==> src/fep_rx_map.vh <==
// constants, codes and timing counts of the 100BASE-TX receive pcs
`ifndef FEP_RX_MAP_VH
`define FEP_RX_MAP_VH

// ************************************************
// control code-groups
// ************************************************
`define FEP_SYM_IDLE     5'h1F
`define FEP_SYM_T        5'h0D
`define FEP_SYM_R        5'h07
`define FEP_JK_PAIR      10'h311
`define FEP_NIB_PREAMBLE 4'h5
`define FEP_NIB_BADSSD   4'hE

// ************************************************
// pcs configuration bit positions
// ************************************************
`define FEP_CFG_FORCE_SD 1
`define FEP_CFG_LOCK_REQ 8

// ************************************************
// sequence generator
// ************************************************
`define FEP_LFSR_W       11
`define FEP_TAP_A        10
`define FEP_TAP_B        8

// ************************************************
// bit counts
// ************************************************
`define FEP_LOCK_IDLES   12
`define FEP_LOCK_BITS    (`FEP_LOCK_IDLES * 5)
`define FEP_IDLE_BITS    58
`define FEP_TWO_IDLE     10
`define FEP_SSD_TAIL     7

// ************************************************
// timing
// ************************************************
`define FEP_CLK_MHZ      40
`define FEP_HOLD_US      722
`define FEP_LINK_US      395
`define FEP_HOLD_CYC     (`FEP_HOLD_US * `FEP_CLK_MHZ)
`define FEP_LINK_CYC     (`FEP_LINK_US * `FEP_CLK_MHZ)

`endif

==> src/fep_descrambler.v <==
// self-synchronising descrambler with idle hold timer
`timescale 1ns/1ps
`default_nettype none
`include "fep_rx_map.vh"

module fep_descrambler #(
  parameter [15:0] HOLD_CYC = `FEP_HOLD_CYC
) (
  // clock and reset
  input  wire        clk_sys_i,
  input  wire        reset_n_i,
  // scrambled bit stream
  input  wire        bit_v_i,
  input  wire        sd_i,
  input  wire        bypass_i,
  // descrambled bit stream
  output reg         ud_o,
  output reg         ud_v_o,
  output reg         locked_o
);

  // ************************************************
  // state
  // ************************************************
  reg  [`FEP_LFSR_W-1:0] lfsr_q;  // local sequence generator
  reg  [6:0]             run_q;   // consecutive ones seen
  reg  [15:0]            hold_q;  // hold countdown
  wire                   seq_bit; // next sequence bit
  wire                   ud_bit;  // descrambled bit

  assign seq_bit = lfsr_q[`FEP_TAP_A] ^ lfsr_q[`FEP_TAP_B];
  assign ud_bit  = sd_i ^ seq_bit;

  // ************************************************
  // lock, hold timer and output
  // ************************************************
  always @(posedge clk_sys_i) begin
    if (!reset_n_i) begin
      lfsr_q   <= {`FEP_LFSR_W{1'b0}};
      run_q    <= 7'h00;
      hold_q   <= 16'h0000;
      locked_o <= 1'b0;
      ud_o     <= 1'b0;
      ud_v_o   <= 1'b0;
    end else begin
      ud_v_o <= bit_v_i & (bypass_i | locked_o);
      if (bit_v_i) begin
        ud_o <= bypass_i ? sd_i : ud_bit;
      end
      if (locked_o && hold_q == 16'h0001) begin
        // hold expired: drop lock, clear all state
        locked_o <= 1'b0;
        lfsr_q   <= {`FEP_LFSR_W{1'b0}};
        run_q    <= 7'h00;
        hold_q   <= 16'h0000;
      end else if (bit_v_i) begin
        if (ud_bit) begin
          run_q <= run_q + 7'h01;
        end else begin
          run_q <= 7'h00;
        end
        if (!locked_o) begin
          // idle on line: sequence bit is inverted input
          lfsr_q <= {lfsr_q[`FEP_LFSR_W-2:0], ~sd_i};
          if (ud_bit && {25'h0000000, run_q} == `FEP_LOCK_BITS - 1) begin
            locked_o <= 1'b1;
            hold_q   <= HOLD_CYC;
            run_q    <= 7'h00;
          end
        end else begin
          // closed loop once locked
          lfsr_q <= {lfsr_q[`FEP_LFSR_W-2:0], seq_bit};
          hold_q <= hold_q - 16'h0001;
          if (ud_bit && {25'h0000000, run_q} == `FEP_IDLE_BITS - 1) begin
            hold_q <= HOLD_CYC;
            run_q  <= 7'h00;
          end
        end
      end else if (locked_o) begin
        hold_q <= hold_q - 16'h0001;
      end
    end
  end

endmodule
`default_nettype wire

==> src/fep_rx_pcs.v <==
// 100BASE-TX receive pcs: nrzi, descramble, align, decode, link monitor
`timescale 1ns/1ps
`default_nettype none
`include "fep_rx_map.vh"

module fep_rx_pcs #(
  parameter [15:0] HOLD_CYC = `FEP_HOLD_CYC,
  parameter [15:0] LINK_CYC = `FEP_LINK_CYC
) (
  // clock and reset
  input  wire        clk_sys_i,
  input  wire        reset_n_i,
  // recovered line clock and nrzi data
  input  wire        rx_line_clk_i,
  input  wire        rx_line_data_i,
  input  wire        signal_detect_i,
  // configuration
  input  wire [15:0] pcs_config_register_i,
  input  wire        descr_bypass_i,
  input  wire        dec_bypass_i,
  input  wire        rx_bypass_i,
  // nibble side towards the mac
  output reg  [3:0]  rx_nib_o,
  output reg         rx_nib_v_o,
  output reg         rx_dv_o,
  output reg         rx_er_o,
  output reg  [4:0]  rx_sym_o,
  output reg         rx_sym_v_o,
  // status
  output reg  [15:0] false_carrier_cnt_o,
  output reg         bad_ssd_rpt_o,
  output wire        descr_locked_o,
  output reg         link_up_o,
  output wire        tx_pcs_en_o,
  output wire        rx_pcs_en_o
);

  // ************************************************
  // aligner states
  // ************************************************
  localparam [2:0] ST_WAIT = 3'h0; // need two idles
  localparam [2:0] ST_IDLE = 3'h1; // line idle
  localparam [2:0] ST_SSD  = 3'h2; // checking start pair
  localparam [2:0] ST_PKT  = 3'h3; // decoding packet
  localparam [2:0] ST_BAD  = 3'h4; // bad start of stream

  // ************************************************
  // 5b to 4b table, msb flags a non-data code
  // ************************************************
  function [4:0] fep_dec;
    input [4:0] s;
    begin
      case (s)
        5'h1E:   fep_dec = 5'h00;
        5'h09:   fep_dec = 5'h01;
        5'h14:   fep_dec = 5'h02;
        5'h15:   fep_dec = 5'h03;
        5'h0A:   fep_dec = 5'h04;
        5'h0B:   fep_dec = 5'h05;
        5'h0E:   fep_dec = 5'h06;
        5'h0F:   fep_dec = 5'h07;
        5'h12:   fep_dec = 5'h08;
        5'h13:   fep_dec = 5'h09;
        5'h16:   fep_dec = 5'h0A;
        5'h17:   fep_dec = 5'h0B;
        5'h1A:   fep_dec = 5'h0C;
        5'h1B:   fep_dec = 5'h0D;
        5'h1C:   fep_dec = 5'h0E;
        5'h1D:   fep_dec = 5'h0F;
        default: fep_dec = 5'h10; // control or invalid
      endcase
    end
  endfunction

  // ************************************************
  // declarations
  // ************************************************
  reg        clk_s1_q;   // line clock sync stage 1
  reg        clk_s2_q;   // line clock sync stage 2
  reg        clk_s3_q;   // edge detect history
  reg        dat_s1_q;   // line data sync stage 1
  reg        dat_s2_q;   // line data sync stage 2
  reg        sd_s1_q;    // signal detect sync 1
  reg        sd_s2_q;    // signal detect sync 2
  reg        nrzi_q;     // previous nrzi level
  reg        nrz_q;      // converted nrz bit
  reg        nrz_v_q;    // one bit per line edge
  reg  [9:0] sh_q;       // last ten aligner bits
  reg  [3:0] ones_q;     // saturating run of ones
  reg  [2:0] st_q;       // aligner state
  reg  [2:0] cnt_q;      // bits since first zero
  reg  [2:0] ph_q;       // symbol phase 0..4
  reg        t_seen_q;   // t received, r expected
  reg        idle1_q;    // previous symbol was idle
  reg        pre2_q;     // second preamble nibble due
  reg [15:0] link_cnt_q; // signal detect qualify
  wire       edge_w;     // rising line clock edge
  wire       ud_w;       // descrambled bit
  wire       ud_v_w;     // descrambled bit valid
  wire       al_bit;     // aligner input bit
  wire       al_v;       // aligner input valid
  wire [9:0] sh_n;       // shift register incl. new bit
  wire [4:0] sym_n;      // symbol ending at new bit
  wire [4:0] dec_n;      // decoded symbol
  wire       sym_idle;   // symbol is idle
  wire       byp_dsc;    // descrambler bypassed
  wire       byp_dec;    // decoder bypassed
  wire       sd_eff;     // effective signal detect
  wire       lock_ok;    // lock term for link entry

  // ************************************************
  // synchronisers and line clock edge
  // ************************************************
  // the line clock is sampled; stage 1 feeds only stage 2
  always @(posedge clk_sys_i) begin
    if (!reset_n_i) begin
      clk_s1_q <= 1'b0;
      clk_s2_q <= 1'b0;
      clk_s3_q <= 1'b0;
      dat_s1_q <= 1'b0;
      dat_s2_q <= 1'b0;
      sd_s1_q  <= 1'b0;
      sd_s2_q  <= 1'b0;
    end else begin
      clk_s1_q <= rx_line_clk_i;
      clk_s2_q <= clk_s1_q;
      clk_s3_q <= clk_s2_q;
      dat_s1_q <= rx_line_data_i;
      dat_s2_q <= dat_s1_q;
      sd_s1_q  <= signal_detect_i;
      sd_s2_q  <= sd_s1_q;
    end
  end

  assign edge_w = clk_s2_q & ~clk_s3_q;

  // ************************************************
  // nrzi to nrz: a transition is a one
  // ************************************************
  always @(posedge clk_sys_i) begin
    if (!reset_n_i) begin
      nrzi_q  <= 1'b0;
      nrz_q   <= 1'b0;
      nrz_v_q <= 1'b0;
    end else begin
      nrz_v_q <= edge_w;
      if (edge_w) begin
        nrzi_q <= dat_s2_q;
        nrz_q  <= dat_s2_q ^ nrzi_q;
      end
    end
  end

  // ************************************************
  // descrambler and bypass routing
  // ************************************************
  assign byp_dsc = descr_bypass_i | rx_bypass_i;
  assign byp_dec = dec_bypass_i | rx_bypass_i;

  fep_descrambler #(
    .HOLD_CYC (HOLD_CYC)
  ) u_dsc (
    .clk_sys_i (clk_sys_i),
    .reset_n_i (reset_n_i),
    .bit_v_i   (nrz_v_q),
    .sd_i      (nrz_q),
    .bypass_i  (byp_dsc),
    .ud_o      (ud_w),
    .ud_v_o    (ud_v_w),
    .locked_o  (descr_locked_o)
  );

  // raw nrz goes straight on when the receiver is bypassed
  assign al_bit = rx_bypass_i ? nrz_q : ud_w;
  assign al_v   = rx_bypass_i ? nrz_v_q : ud_v_w;

  assign sh_n     = {sh_q[8:0], al_bit};
  assign sym_n    = sh_n[4:0];
  assign dec_n    = fep_dec(sym_n);
  assign sym_idle = (sym_n == `FEP_SYM_IDLE);

  // ************************************************
  // link integrity monitor
  // ************************************************
  assign sd_eff  = sd_s2_q | pcs_config_register_i[`FEP_CFG_FORCE_SD];
  assign lock_ok = ~pcs_config_register_i[`FEP_CFG_LOCK_REQ] |
                   descr_locked_o;

  always @(posedge clk_sys_i) begin
    if (!reset_n_i) begin
      link_cnt_q <= 16'h0000;
      link_up_o  <= 1'b0;
    end else if (!sd_eff) begin
      // any loss restarts qualification
      link_cnt_q <= 16'h0000;
      link_up_o  <= 1'b0;
    end else if (!link_up_o) begin
      if (link_cnt_q < LINK_CYC - 16'h0001) begin
        link_cnt_q <= link_cnt_q + 16'h0001;
      end else if (lock_ok) begin
        link_up_o <= 1'b1;
      end
    end
  end

  assign tx_pcs_en_o = link_up_o;
  assign rx_pcs_en_o = link_up_o;

  // ************************************************
  // aligner, decoder and bad ssd detection
  // ************************************************
  always @(posedge clk_sys_i) begin
    if (!reset_n_i) begin
      sh_q                <= 10'h000;
      ones_q              <= 4'h0;
      st_q                <= ST_WAIT;
      cnt_q               <= 3'h0;
      ph_q                <= 3'h0;
      t_seen_q            <= 1'b0;
      idle1_q             <= 1'b0;
      pre2_q              <= 1'b0;
      rx_nib_o            <= 4'h0;
      rx_nib_v_o          <= 1'b0;
      rx_dv_o             <= 1'b0;
      rx_er_o             <= 1'b0;
      rx_sym_o            <= 5'h00;
      rx_sym_v_o          <= 1'b0;
      false_carrier_cnt_o <= 16'h0000;
      bad_ssd_rpt_o       <= 1'b0;
    end else begin
      // strobes default low each cycle
      rx_nib_v_o    <= 1'b0;
      rx_er_o       <= 1'b0;
      rx_sym_v_o    <= 1'b0;
      bad_ssd_rpt_o <= 1'b0;
      pre2_q        <= 1'b0;
      if (pre2_q && link_up_o) begin
        rx_nib_o   <= `FEP_NIB_PREAMBLE;
        rx_nib_v_o <= ~byp_dec;
        rx_sym_o   <= sh_q[4:0];
        rx_sym_v_o <= byp_dec;
      end
      if (!link_up_o) begin
        // receive pcs held off until link up
        st_q    <= ST_WAIT;
        rx_dv_o <= 1'b0;
      end else if (al_v) begin
        sh_q <= sh_n;
        if (!al_bit) begin
          ones_q <= 4'h0;
        end else if ({28'h0000000, ones_q} != `FEP_TWO_IDLE) begin
          ones_q <= ones_q + 4'h1;
        end
        ph_q <= (ph_q == 3'h4) ? 3'h0 : ph_q + 3'h1;
        case (st_q)
          ST_WAIT: begin
            if (al_bit && {28'h0000000, ones_q} >= `FEP_TWO_IDLE - 1) begin
              st_q <= ST_IDLE;
            end
          end
          ST_IDLE: begin
            // first zero after idles opens a start check
            if (!al_bit) begin
              st_q  <= ST_SSD;
              cnt_q <= 3'h0;
            end
          end
          ST_SSD: begin
            cnt_q <= cnt_q + 3'h1;
            if ({29'h00000000, cnt_q} == `FEP_SSD_TAIL - 1) begin
              ph_q     <= 3'h0;
              t_seen_q <= 1'b0;
              idle1_q  <= 1'b0;
              rx_dv_o  <= 1'b1;
              if (sh_n == `FEP_JK_PAIR) begin
                // start pair replaced by preamble
                st_q       <= ST_PKT;
                rx_nib_o   <= `FEP_NIB_PREAMBLE;
                rx_nib_v_o <= ~byp_dec;
                pre2_q     <= 1'b1;
                rx_sym_o   <= sh_n[9:5];
                rx_sym_v_o <= byp_dec;
              end else begin
                st_q                <= ST_BAD;
                false_carrier_cnt_o <= false_carrier_cnt_o + 16'h0001;
                rx_nib_o            <= `FEP_NIB_BADSSD;
                rx_nib_v_o          <= 1'b1;
                rx_er_o             <= 1'b1;
              end
            end
          end
          ST_PKT: begin
            if (ph_q == 3'h4) begin
              // a whole symbol on the fixed boundary
              idle1_q    <= sym_idle;
              rx_sym_o   <= sym_n;
              rx_sym_v_o <= byp_dec;
              t_seen_q   <= (sym_n == `FEP_SYM_T);
              if ((t_seen_q && sym_n == `FEP_SYM_R) ||
                  (idle1_q && sym_idle)) begin
                st_q    <= (idle1_q && sym_idle) ? ST_IDLE : ST_WAIT;
                rx_dv_o <= 1'b0;
              end else if (!byp_dec && !sym_idle &&
                           sym_n != `FEP_SYM_T) begin
                rx_nib_o   <= dec_n[3:0];
                rx_nib_v_o <= 1'b1;
                rx_er_o    <= dec_n[4];
              end
            end
          end
          ST_BAD: begin
            if (ph_q == 3'h4) begin
              idle1_q <= sym_idle;
              if (idle1_q && sym_idle) begin
                st_q          <= ST_IDLE;
                rx_dv_o       <= 1'b0;
                bad_ssd_rpt_o <= 1'b1;
              end else begin
                rx_nib_o   <= `FEP_NIB_BADSSD;
                rx_nib_v_o <= 1'b1;
                rx_er_o    <= 1'b1;
              end
            end
          end
          default: begin
            st_q <= ST_WAIT;
          end
        endcase
      end
    end
  end

endmodule
`default_nettype wire

==> config.mk <==
export PLATFORM = sky130hd
export DESIGN_NAME = fep_rx_pcs
export DESIGN_NICKNAME = d
export VERILOG_FILES = /design/src/fep_descrambler.v /design/src/fep_rx_pcs.v
export VERILOG_INCLUDE_DIRS = /design/src /design/src/src
export SDC_FILE = /design/constraint.sdc
export NUM_CORES = 1
export LEC_CHECK = 0
export BUFFER_PORTS_ARGS = -buffer_cell sky130_fd_sc_hd__buf_2
export CAP_MARGIN = 20
export CORE_ASPECT_RATIO = 1.25
export CORE_MARGIN = 3
export CORE_UTILIZATION = 39
export DETAILED_ROUTE_END_ITERATION = 8
export PLACE_DENSITY = 0.59
export SYNTH_ARGS = -nofsm -noshare
export SYNTH_HDL_FRONTEND = slang
export SYNTH_SLANG_ARGS = --single-unit
==> constraint.sdc <==
create_clock -name clk_sys_i -period 3.2 [get_ports clk_sys_i]
set_input_delay 0 -clock clk_sys_i [delete_from_list [all_inputs] [get_ports clk_sys_i]]
set_output_delay 0 -clock clk_sys_i [all_outputs]
set_load 0.05 [all_outputs]
==> impl_results.md, run 1 <==
* Pin count of the biggest net entering global routing at 27
* Die outline width at 114.7 µm
* Number of distinct library cells after synthesis at 65
* Initial standard-cell utilization of the core at 40.01%
* Post-layout total power at between 0.003 and 0.004 W
* CP Buf/Inv Count at 0
* CP Data Arrival Time at 2740 ps
* Cell type of the slowest stage on the worst timing path: sky130_fd_sc_hd__nor4_2
* Number of flops mapped to enable cells by yosys at 0
* Synthesis-to-layout area growth at 19.71%
* Max Cap Viol at 0
* Final standard cell area without fillers at a little under 7000 µm²
* Final min period at about 2400 ps
* Fin Hold WS at ~120 ps
* Slew margin rel. at 33.60%
* Cells after DPL at 874
* Y dimension of the die at 141.9 µm
* Setup repair after global routing missed its margin: false
* Post-Syn Area per Cell at 8.489 µm²
* Worst path cell trace: nor4bb_1 -> a41oi_2 -> nor4_2 -> nor3b_1 -> xnor2_1 -> nor2_1
* Antenna cell count at 0
* Tcrit/Tclk final at 76.15%
* # DRC at 0
* Total iterations of the first detailed-routing run at 4
* Type of the worst setup path: reg2reg
* Per-cell routed wire length at 15.01 µm
* Vias in the first global route at about 5,000
* Number of DRC markers in iteration 0 at 218
* Largest clock skew in the final design at ~21 ps
* Cell family contributing the most delay on the critical path: simple AND/OR/NAND/NOR gates
* Synthesized instance count at between 600 and 700
* CP Data Required Time at approximately 3500 ps
* Detail Route Antenna Nets at 0
* Number of vias per cell at about 5.4
* Flip-flop and latch count after synthesis at 119
* Floorplan die area at 16,280 µm²
* Cell area after technology mapping at 5764 µm²
* Wire length of the first global-routing pass at 23,690 µm
* Fin. Hold Viols at 0
* Slew at the pin with the worst max-slew slack at around 970 ps
* Crit. End Element: flop
* Area of placed instances at 6116 µm²
* Number of H-tree levels at 4
* Peak VDD IR at 406.8 µV
* Total detailed-routing wirelength at ~14,000 µm
* Total setup violations reported at the end of the flow at 0
* Number of top-level pins at 58
* Synth area leaders: sky130_fd_sc_hd__dfxtp_1, sky130_fd_sc_hd__nor2_1, sky130_fd_sc_hd__nand2_1
* Power Density at 543.9 nW/µm²
* Register area share after synthesis at 41.33%
* CTS root buffer: sky130_fd_sc_hd__clkbuf_16
* Post-cts gate resize count at 0
* Initial antenna violation count at 0
* Share of final-layout standard cells stronger than drive strength 1 at 13.53%
* Class of the most critical hold timing path: in2reg
* Critical Path Start Type: flop
* FFs w/ async S/R, synth at 0%
* Post-synth top area share at 41.33%
* Most used flip-flop cell after synthesis: sky130_fd_sc_hd__dfxtp_1
* Number of nets in the final layout at 767
* RD Place Congestion at 0.9115
* Count of synthesis-stage warnings from yosys at 0
* Detailed Place HPWL at 9753 µm
* Leakage power figure at 2.573 nW
* Clock slew seen by the registers of the worst setup and hold paths at 60 ps
* Number of max-slew violations in the final report at 0
* Clock latency on the worst-skew pair at 430 ps
* CTS tree: done
* Post-route insts no fill at 917
* Cell accounting for the most synthesized area: sky130_fd_sc_hd__dfxtp_1
* Total number of vias at 4,962
* Outcome: finished clean
* Post-route setup TNS at 0 ps
* Crit-path max cell delay at roughly 560 ps
* Number of sinks driven by the clock tree at 119
* Highest attainable clock frequency at 410.4 MHz
* Clock Path Buffers at 2
* CTS Buf Count at 17
* Number of fillers in the final layout at between 1,000 and 1,500
* Row count at 49
* Remaining Overflow, GRT at 0
* Total core area at approximately 14,000 µm²
* Post-synth net total at 720
* Tot GR Track Use at 18.07%
* Worst-path maximum fanout at 9
* # port buffers at 43
==> path summary, 6_finish.rpt <==
path / start / endpoint / slack [ps] / depth (start not counted)
setup reg to reg: u_dsc.run_q[3] / u_dsc.hold_q[15] / 760 / 6
hold / removal: rx_bypass_i / rx_er_o / 120 / 3
hold reg to reg: clk_s3_q / nrz_v_q / 410 / 1
setup / recovery: u_dsc.run_q[3] / u_dsc.hold_q[15] / 760 / 6
==> where the power goes <==
| group | switching [W] | total, W | leakage [nW] | internal (W) |
|---|---|---|---|---|
| Combinational | 0.0000478 | 0.0000796 | 1.30 | 0.0000318 |
| Sequential | 0.00000590 | 0.00150 | 0.960 | 0.00149 |
| Clock | 0.000714 | 0.00218 | 0.308 | 0.00146 |
==> worst register-to-register path, cell delays in order (launching register included) <==
cell	delay (ps)
sky130_fd_sc_hd__dfxtp_1	390
sky130_fd_sc_hd__nor4bb_1	500
sky130_fd_sc_hd__a41oi_2	370
sky130_fd_sc_hd__nor4_2	570
sky130_fd_sc_hd__nor3b_1	300
sky130_fd_sc_hd__xnor2_1	150
sky130_fd_sc_hd__nor2_1	50
==> stage by stage <==
step                setup slack (ps)  util [%]
finish                         763.1     47.89
global route                   543.6     47.89
CTS                            757.8     47.77
detailed placement             799.4     42.45
global placement               829.9     42.45
floorplan                      703.2         -
==> synth_stat cells, drive strengths merged, types with 17 or more instances <==
cell type / number
a21oi: 44
clkbuf: 24
dfxtp: 119
ha: 17
inv: 19
mux2i: 22
nand2: 67
nand3: 22
nor2: 88
nor3: 18
o21ai: 36
xnor2: 22
xor2: 22
==> state kept, by name (all words and copies together), names as in the netlist, 3 cells and up <==
| name | cells |
|---|---|
| u_dsc.lfsr_q | 11 |
| u_dsc.run_q | 7 |
| rx_sym_o | 5 |
| u_dsc.hold_q | 16 |
| st_q | 3 |
| link_cnt_q | 16 |
| false_carrier_cnt_o | 16 |
| cnt_q | 3 |
| sh_q | 9 |
| ones_q | 4 |
| ph_q | 3 |
| rx_nib_o | 4 |
==> cells by family after synthesis <==
family / Yosys count / synth area share (%)
buf+inv: 54 / 3.994
flops: 119 / 41.33
fa+ha+maj: 17 / 3.690
compound gates: 130 / 13.87
xor+xnor: 45 / 7.098
simple gates: 288 / 25.42
mux: 26 / 4.602
==> layout by cell type (no fill, tap or decap), types with 4 or more instances in the layout <==
cell type / instances
sky130_fd_sc_hd__or3_1: 13
sky130_fd_sc_hd__ha_1: 17
sky130_fd_sc_hd__xor2_1: 22
sky130_fd_sc_hd__nor2b_1: 6
sky130_fd_sc_hd__mux2i_1: 22
sky130_fd_sc_hd__buf_4: 10
sky130_fd_sc_hd__o221ai_1: 4
sky130_fd_sc_hd__clkbuf_16: 17
sky130_fd_sc_hd__dlygate4sd3_1: 10
sky130_fd_sc_hd__dfxtp_1: 119
sky130_fd_sc_hd__nor3b_1: 5
sky130_fd_sc_hd__nor2_1: 87
sky130_fd_sc_hd__xnor2_1: 22
sky130_fd_sc_hd__and2_1: 14
sky130_fd_sc_hd__nor3_1: 18
sky130_fd_sc_hd__nor4_1: 6
sky130_fd_sc_hd__bufinv_16: 6
sky130_fd_sc_hd__nand2b_1: 5
sky130_fd_sc_hd__o211ai_1: 4
sky130_fd_sc_hd__o21ai_0: 34
sky130_fd_sc_hd__nand2_1: 67
sky130_fd_sc_hd__buf_2: 43
sky130_fd_sc_hd__a21oi_1: 44
sky130_fd_sc_hd__clkinvlp_4: 6
sky130_fd_sc_hd__nand4_1: 14
sky130_fd_sc_hd__nand3_1: 21
sky130_fd_sc_hd__a31oi_1: 6
sky130_fd_sc_hd__nand3b_1: 5
sky130_fd_sc_hd__inv_1: 19
sky130_fd_sc_hd__a211oi_1: 5
sky130_fd_sc_hd__and4_1: 5
sky130_fd_sc_hd__or4_1: 4
sky130_fd_sc_hd__a22oi_1: 4
==> cell type report <==
cell class	count	area, µm²	area share (%)
Multi-Input combinational cell	506	3157	45.75
Clock buffer	17	425.4	6.165
Inverter	19	71.32	1.034
Clock inverter	15	251.5	3.645
Sequential cell	119	2382	34.52
Tap cell	178	222.7	3.228
Timing Repair Buffer	63	390.4	5.657
==> timing repair <==
action | CTS | global route
buffers inserted | 0 | 0
hold buffers | 9 | 1
hold endpoints to repair | 9 | 3
==> layer usage <==
layer | GRT usage (%) | wire (µm) | up-vias
li1 | - | - | 2482
met1 | 20.11 | 5772 | 2334
met2 | 30.08 | 6853 | 110
met3 | 6.058 | 694 | 36
met4 | 10.20 | 444 | 0
met5 | 0 | 0 | -
No activity file was read; power rests on OpenSTA's default activity.
==> run 2: changes to the inputs <==
--- a/config.mk
+++ b/config.mk
@@ -12,7 +12,7 @@
 export CORE_MARGIN = 3
 export CORE_UTILIZATION = 39
 export DETAILED_ROUTE_END_ITERATION = 8
-export PLACE_DENSITY = 0.59
+export PLACE_DENSITY = 0.61
 export SYNTH_ARGS = -nofsm -noshare
 export SYNTH_HDL_FRONTEND = slang
 export SYNTH_SLANG_ARGS = --single-unit
==> constraint.sdc (replaced) <==
create_clock -name clk_sys_i -period 2.1 [get_ports clk_sys_i]
set_input_delay 0 -clock clk_sys_i [delete_from_list [all_inputs] [get_ports clk_sys_i]]
set_output_delay 0 -clock clk_sys_i [all_outputs]
set_load 0.05 [all_outputs]
==> run 2 against run 1 <==
Effect of this change: sequential power grew 52%; final area is 4.1% higher; combinational power increased by 67%; worst setup slack lost 660 ps; worst hold slack got worse by 68 ps; final cell count increased by 4.4%; clock-buffer cell count increased by 4; sequential cell count did not move; global-route usage up 0.22 points; critical path type unchanged.
==> impl_results.md, run 2 (synthesized netlist as in run 1, its figures left out) <==
* Per-cell routed wire length at 14.76 µm
* Power Density at around 700 nW/µm²
* Total number of vias at 5,178
* Initial standard-cell utilization of the core at between 40% and 50%
* Number of sinks driven by the clock tree at 119
* Total iterations of the first detailed-routing run at 5
* # port buffers at 43
* Fin Hold WS at between 40 and 50 ps
* Pin count of the biggest net entering global routing at 35
* Tot GR Track Use at 18.29%
* Synthesis-to-layout area growth at 24.66%
* Leading cell types in the layout, fill and taps excluded: sky130_fd_sc_hd__dfxtp_1, sky130_fd_sc_hd__nor2_1, sky130_fd_sc_hd__nand2_1
* Total setup violations reported at the end of the flow at 0
* Clock slew seen by the registers of the worst setup and hold paths at about 60 ps
* Remaining Overflow, GRT at 0
* Vias in the first global route at about 5,100
* Antenna cell count at 0
* Worst-path maximum fanout at 9
* Number of vias per cell at 5.411
* CTS Buf Count at 17
* Row count at 49
* Slew at the pin with the worst max-slew slack at 676.6 ps
* Fin. Hold Viols at 0
* Class of the most critical hold timing path: in2reg
* Detailed Place HPWL at about 10,000 µm
* Max Cap Viol at 0
* Critical Path Start Type: flop
* Number of max-slew violations in the final report at 0
* Setup repair after global routing missed its margin: true
* Number of fillers in the final layout at 1,386
* Number of H-tree levels at 4
* Largest clock skew in the final design at between 7 and 8 ps
* CTS tree: done
* Detail Route Antenna Nets at 0
* Total core area at 14,410 µm²
* Crit. End Element: flop
* Y dimension of the die at 141.9 µm
* Tcrit/Tclk final at 95.09%
* Wire length of the first global-routing pass at 23,940 µm
* # DRC at 0
* CTS root buffer: sky130_fd_sc_hd__clkbuf_16
* Clock Path Buffers at 2
* Highest attainable clock frequency at about 500 MHz
* Total detailed-routing wirelength at 14,120 µm
* Floorplan die area at 16,280 µm²
* Post-route setup TNS at 0 ps
* Commonest non-fill, non-tap cell in the layout: sky130_fd_sc_hd__dfxtp_1
* Worst slack after detailed placement at about 38 ps
* CP Data Arrival Time at around 2300 ps
* Share of final-layout standard cells stronger than drive strength 1 at slightly above 20%
* Die outline width at 114.7 µm
* Number of DRC markers in iteration 0 at 218
* Clock latency on the worst-skew pair at roughly 410 ps
* Slew margin rel. at a little over half
* Type of the worst setup path: reg2reg
* Number of nets in the final layout at 808
* Leading registers by flop count: false_carrier_cnt_o: 16 flops, link_cnt_q: 16 flops, u_dsc.hold_q: 16 flops
* Number of top-level pins at 58
* Initial antenna violation count at 0
* CP Data Required Time at 2380 ps
* Leakage power figure at 2.750 nW
* Final Worst Setup Slack at 103.1 ps
* Final min period at 1997 ps
* RD Place Congestion at 0.8510
* Final core utilization at between 40% and 50%
* Peak VDD IR at approximately 530 µV
* Outcome: finished clean
==> run 2: cell types whose count changed in the layout (fill, tap and decap cells not counted), sizes merged <==
| cell | delta |
|---|---|
| buf | +43 |
| bufinv | -4 |
| clkbuf | +4 |
| clkinv | +4 |
| clkinvlp | -4 |
| dlygate4sd3 | -2 |
| inv | -1 |
==> run 2: cell type report <==
cell class / count / area (µm²) / area share [%]
Clock buffer: 21 / 450.4 / 6.269
Inverter: 19 / 71.32 / 0.9925
Multi-Input combinational cell: 506 / 3251 / 45.24
Clock inverter: 10 / 105.1 / 1.463
Sequential cell: 119 / 2389 / 33.24
Timing Repair Buffer: 104 / 696.9 / 9.699
Tap cell: 178 / 222.7 / 3.099
==> run 2: routing by layer <==
layer	global-route usage, %	up-vias	share of wire (%)
li1	-	2562	-
met1	21.63	2461	43
met2	30.02	123	50
met3	5.034	32	4.6
met4	9.765	0	2.8
met5	0	-	0
==> run 2: what timing repair did <==
item,4_1_cts,5_1_grt
gates resized for setup,0,23
hold endpoints to repair,6,2
setup buffers,0,1
setup endpoints to repair,0,48
hold buffers,7,1
==> run 2: worst max-delay path, stage by stage (launching register included) <==
cell,delay (ps)
sky130_fd_sc_hd__dfxtp_1,330
sky130_fd_sc_hd__buf_4,160
sky130_fd_sc_hd__or3b_2,480
sky130_fd_sc_hd__nand3_1,100
sky130_fd_sc_hd__o21ai_1,120
sky130_fd_sc_hd__a2111oi_0,420
sky130_fd_sc_hd__o21ai_0,110
sky130_fd_sc_hd__nor3b_1,150
==> run 2: final timing paths <==
kind / from / to / slack (ps) / cells after the start
worst min-delay path: reset_n_i / clk_s1_q / 50 / 2
worst min register to register: clk_s3_q / nrz_v_q / 410 / 1
worst max-delay path: sh_q[2] / rx_nib_o[2] / 100 / 7
worst max register to register: sh_q[2] / rx_nib_o[2] / 100 / 7
==> run 2: stage by stage <==
stage	area [µm²]	power (W)	std cells
3_5_place_dp	6435	0.002446	916
3_3_place_gp	6435	0.002443	916
5_1_grt	7186	0.005348	957
6_report	7186	0.005147	957
4_1_cts	7061	0.005203	954
2_1_floorplan	5777	0.002399	679
==> run 2: power by group <==
group          internal [W]  leakage, nW  switching, W
Sequential          0.00227        0.962    0.00000870
Combinational     0.0000544         1.52     0.0000781
Clock               0.00175        0.272      0.000982
==> run 3: changes to the inputs <==
--- a/config.mk
+++ b/config.mk
@@ -13,6 +13,7 @@
 export CORE_UTILIZATION = 39
 export DETAILED_ROUTE_END_ITERATION = 8
 export PLACE_DENSITY = 0.61
+export SETUP_SLACK_MARGIN = 0.4
 export SYNTH_ARGS = -nofsm -noshare
 export SYNTH_HDL_FRONTEND = slang
 export SYNTH_SLANG_ARGS = --single-unit
==> run 3 against run 2 <==
Effect of this change: fmax increased by 2.6%; total power increased by 3.2%; worst hold slack got worse by 34 ps; combinational power increased by 27%; final cell count increased by 3.8%; sequential cell count unchanged; clock-buffer cell count unchanged; utilization increased by 7.5 points; worst setup slack improved by 51 ps; register-to-register slack improved by 50 ps; sequential share of layout area decreased by 3.6 points; largest cell class unchanged.
==> impl_results.md, run 3 (synthesized netlist as in run 1, its figures left out) <==
* Outcome: finished clean
* Number of DRC markers in iteration 0 at approximately 360
* Tot GR Track Use at a little under a fifth
* Per-cell routed wire length at between 15 and 20 µm
* Highest attainable clock frequency at slightly above 500 MHz
* Antenna cell count at 0
* Post-route setup TNS at 0 ps
* Slew margin rel. at 53.65%
* Type of the worst setup path: reg2reg
* Clock Path Buffers at 2
* Number of nets in the final layout at roughly 840
* Leading registers by flop count: false_carrier_cnt_o: 16 flops, link_cnt_q: 16 flops, u_dsc.hold_q: 16 flops
* Total core area at about 14,000 µm²
* Final Worst Setup Slack at 154.2 ps
* Number of fillers in the final layout at between 1,000 and 1,500
* # port buffers at 43
* Initial antenna violation count at 0
* Crit. End Element: flop
* Detailed Place HPWL at 9941 µm
* Synthesis-to-layout area growth at 43.35%
* RD Place Congestion at approximately 0.86
* Largest clock skew in the final design at between 20 and 25 ps
* Worst path cell trace: or3b_4 -> a211oi_4 -> o221ai_2 -> a311o_1 -> or2_4 -> a21oi_1
* Die outline width at 114.7 µm
* CTS Buf Count at 17
* # DRC at 0
* Total detailed-routing wirelength at between 15,000 and 20,000 µm
* Critical Path Start Type: flop
* Floorplan die area at 16,280 µm²
* Worst slack after detailed placement at 35.62 ps
* Share of final-layout standard cells stronger than drive strength 1 at 39.14%
* Slew at the pin with the worst max-slew slack at 676.0 ps
* Total iterations of the first detailed-routing run at 5
* Total setup violations reported at the end of the flow at 0
* CP Buf/Inv Count at 0
* Class of the most critical hold timing path: in2reg
* Total number of vias at 5,464
* Peak VDD IR at between 500 and 600 µV
* Cell family contributing the most delay on the critical path: compound AO/OA/AOI/OAI gates
* Max Cap Viol at 0
* Number of H-tree levels at 4
* Power Density at 642.9 nW/µm²
* Clock slew seen by the registers of the worst setup and hold paths at 60 ps
* Cell type of the slowest stage on the worst timing path: sky130_fd_sc_hd__or3b_4
* Remaining Overflow, GRT at 0
* Clock latency on the worst-skew pair at 430 ps
* Initial standard-cell utilization of the core at 40.01%
* Leading cell types in the layout, fill and taps excluded: sky130_fd_sc_hd__dfxtp_1, sky130_fd_sc_hd__buf_4, sky130_fd_sc_hd__nor2_1
* Leakage power figure at 3.135 nW
* Number of top-level pins at slightly below 60
* CP Data Required Time at between 2000 and 2500 ps
* Worst-path maximum fanout at 9
* CTS tree: done
* Y dimension of the die at 141.9 µm
* CP Data Arrival Time at between 2000 and 2500 ps
* Detail Route Antenna Nets at 0
* Final min period at 1946 ps
* Number of sinks driven by the clock tree at 119
* Vias in the first global route at 5,291
* Setup repair after global routing missed its margin: true
* Commonest non-fill, non-tap cell in the layout: sky130_fd_sc_hd__dfxtp_1
* Number of max-slew violations in the final report at 0
* Tcrit/Tclk final at 92.66%
* Row count at 49
* Wire length of the first global-routing pass at between 20,000 and 30,000 µm
* Crit-path max cell delay at 410 ps
* Number of vias per cell at 5.503
* CTS root buffer: sky130_fd_sc_hd__clkbuf_16
* Fin. Hold Viols at 0
* Pin count of the biggest net entering global routing at 27
-- run 3: metal layers --
layer	wire [µm]	vias to the layer above	GRT usage, %
li1	-	2639	-
met1	6743	2653	23.20
met2	8014	145	31.80
met3	696	27	4.608
met4	301	0	7.849
met5	0	-	0
-- run 3: worst paths after layout --
check | startpoint | endpoint | slack [ps] | cells after the start
worst max-delay path | sh_q[2] | st_q[1] | 150 | 6
worst min-delay path | pcs_config_register_i[1] | link_cnt_q[15] | 10 | 4
worst max register to register | sh_q[2] | st_q[1] | 150 | 6
worst min register to register | clk_s3_q | nrz_v_q | 410 | 1
-- run 3: cell type report --
class                      instances  area, µm²  area share [%]
multi-input combinational        507       3864           46.76
clock inverter                    11      123.9           1.499
timing repair buffer             138       1074           12.99
clock buffer                      21      460.4           5.572
inverter                          19      71.32          0.8631
tap                              178      222.7           2.695
sequential                       119       2447           29.62
-- run 3: where the power goes --
group	internal (W)	total (W)	switching, W
Sequential	0.00226	0.00227	0.00000980
Clock	0.00181	0.00287	0.00107
Combinational	0.0000729	0.000169	0.0000957
Total	0.00414	0.00531	0.00117
-- run 3: stage by stage --
stage,instances,hold WS (ps),area (µm²),power (W),utilization [%]
after floorplan,679,89.03,5969,0.002405,-
after global placement,901,177.4,6449,0.002442,44.76
after detailed placement,901,180.0,6449,0.002444,44.76
after CTS,966,6.723,7571,0.005345,52.55
after global routing,993,50.50,8263,0.005466,57.35
final,993,13.22,8263,0.005313,57.35
-- run 3: timing repair --
item,4_1_cts,5_1_grt
buffers inserted,24,26
hold buffers,7,0
gates resized for setup,78,122
pin swaps,32,60
hold endpoints to repair,6,0
setup endpoints to repair,76,80
cloned,2,1
-- run 3: worst register-to-register path, cell delays in order, from the launching register on --
cell and delay [ps]:
sky130_fd_sc_hd__dfxtp_4 370, sky130_fd_sc_hd__or3b_4 410, sky130_fd_sc_hd__a211oi_4 220, sky130_fd_sc_hd__o221ai_2 120, sky130_fd_sc_hd__a311o_1 360, sky130_fd_sc_hd__or2_4 250, sky130_fd_sc_hd__a21oi_1 130
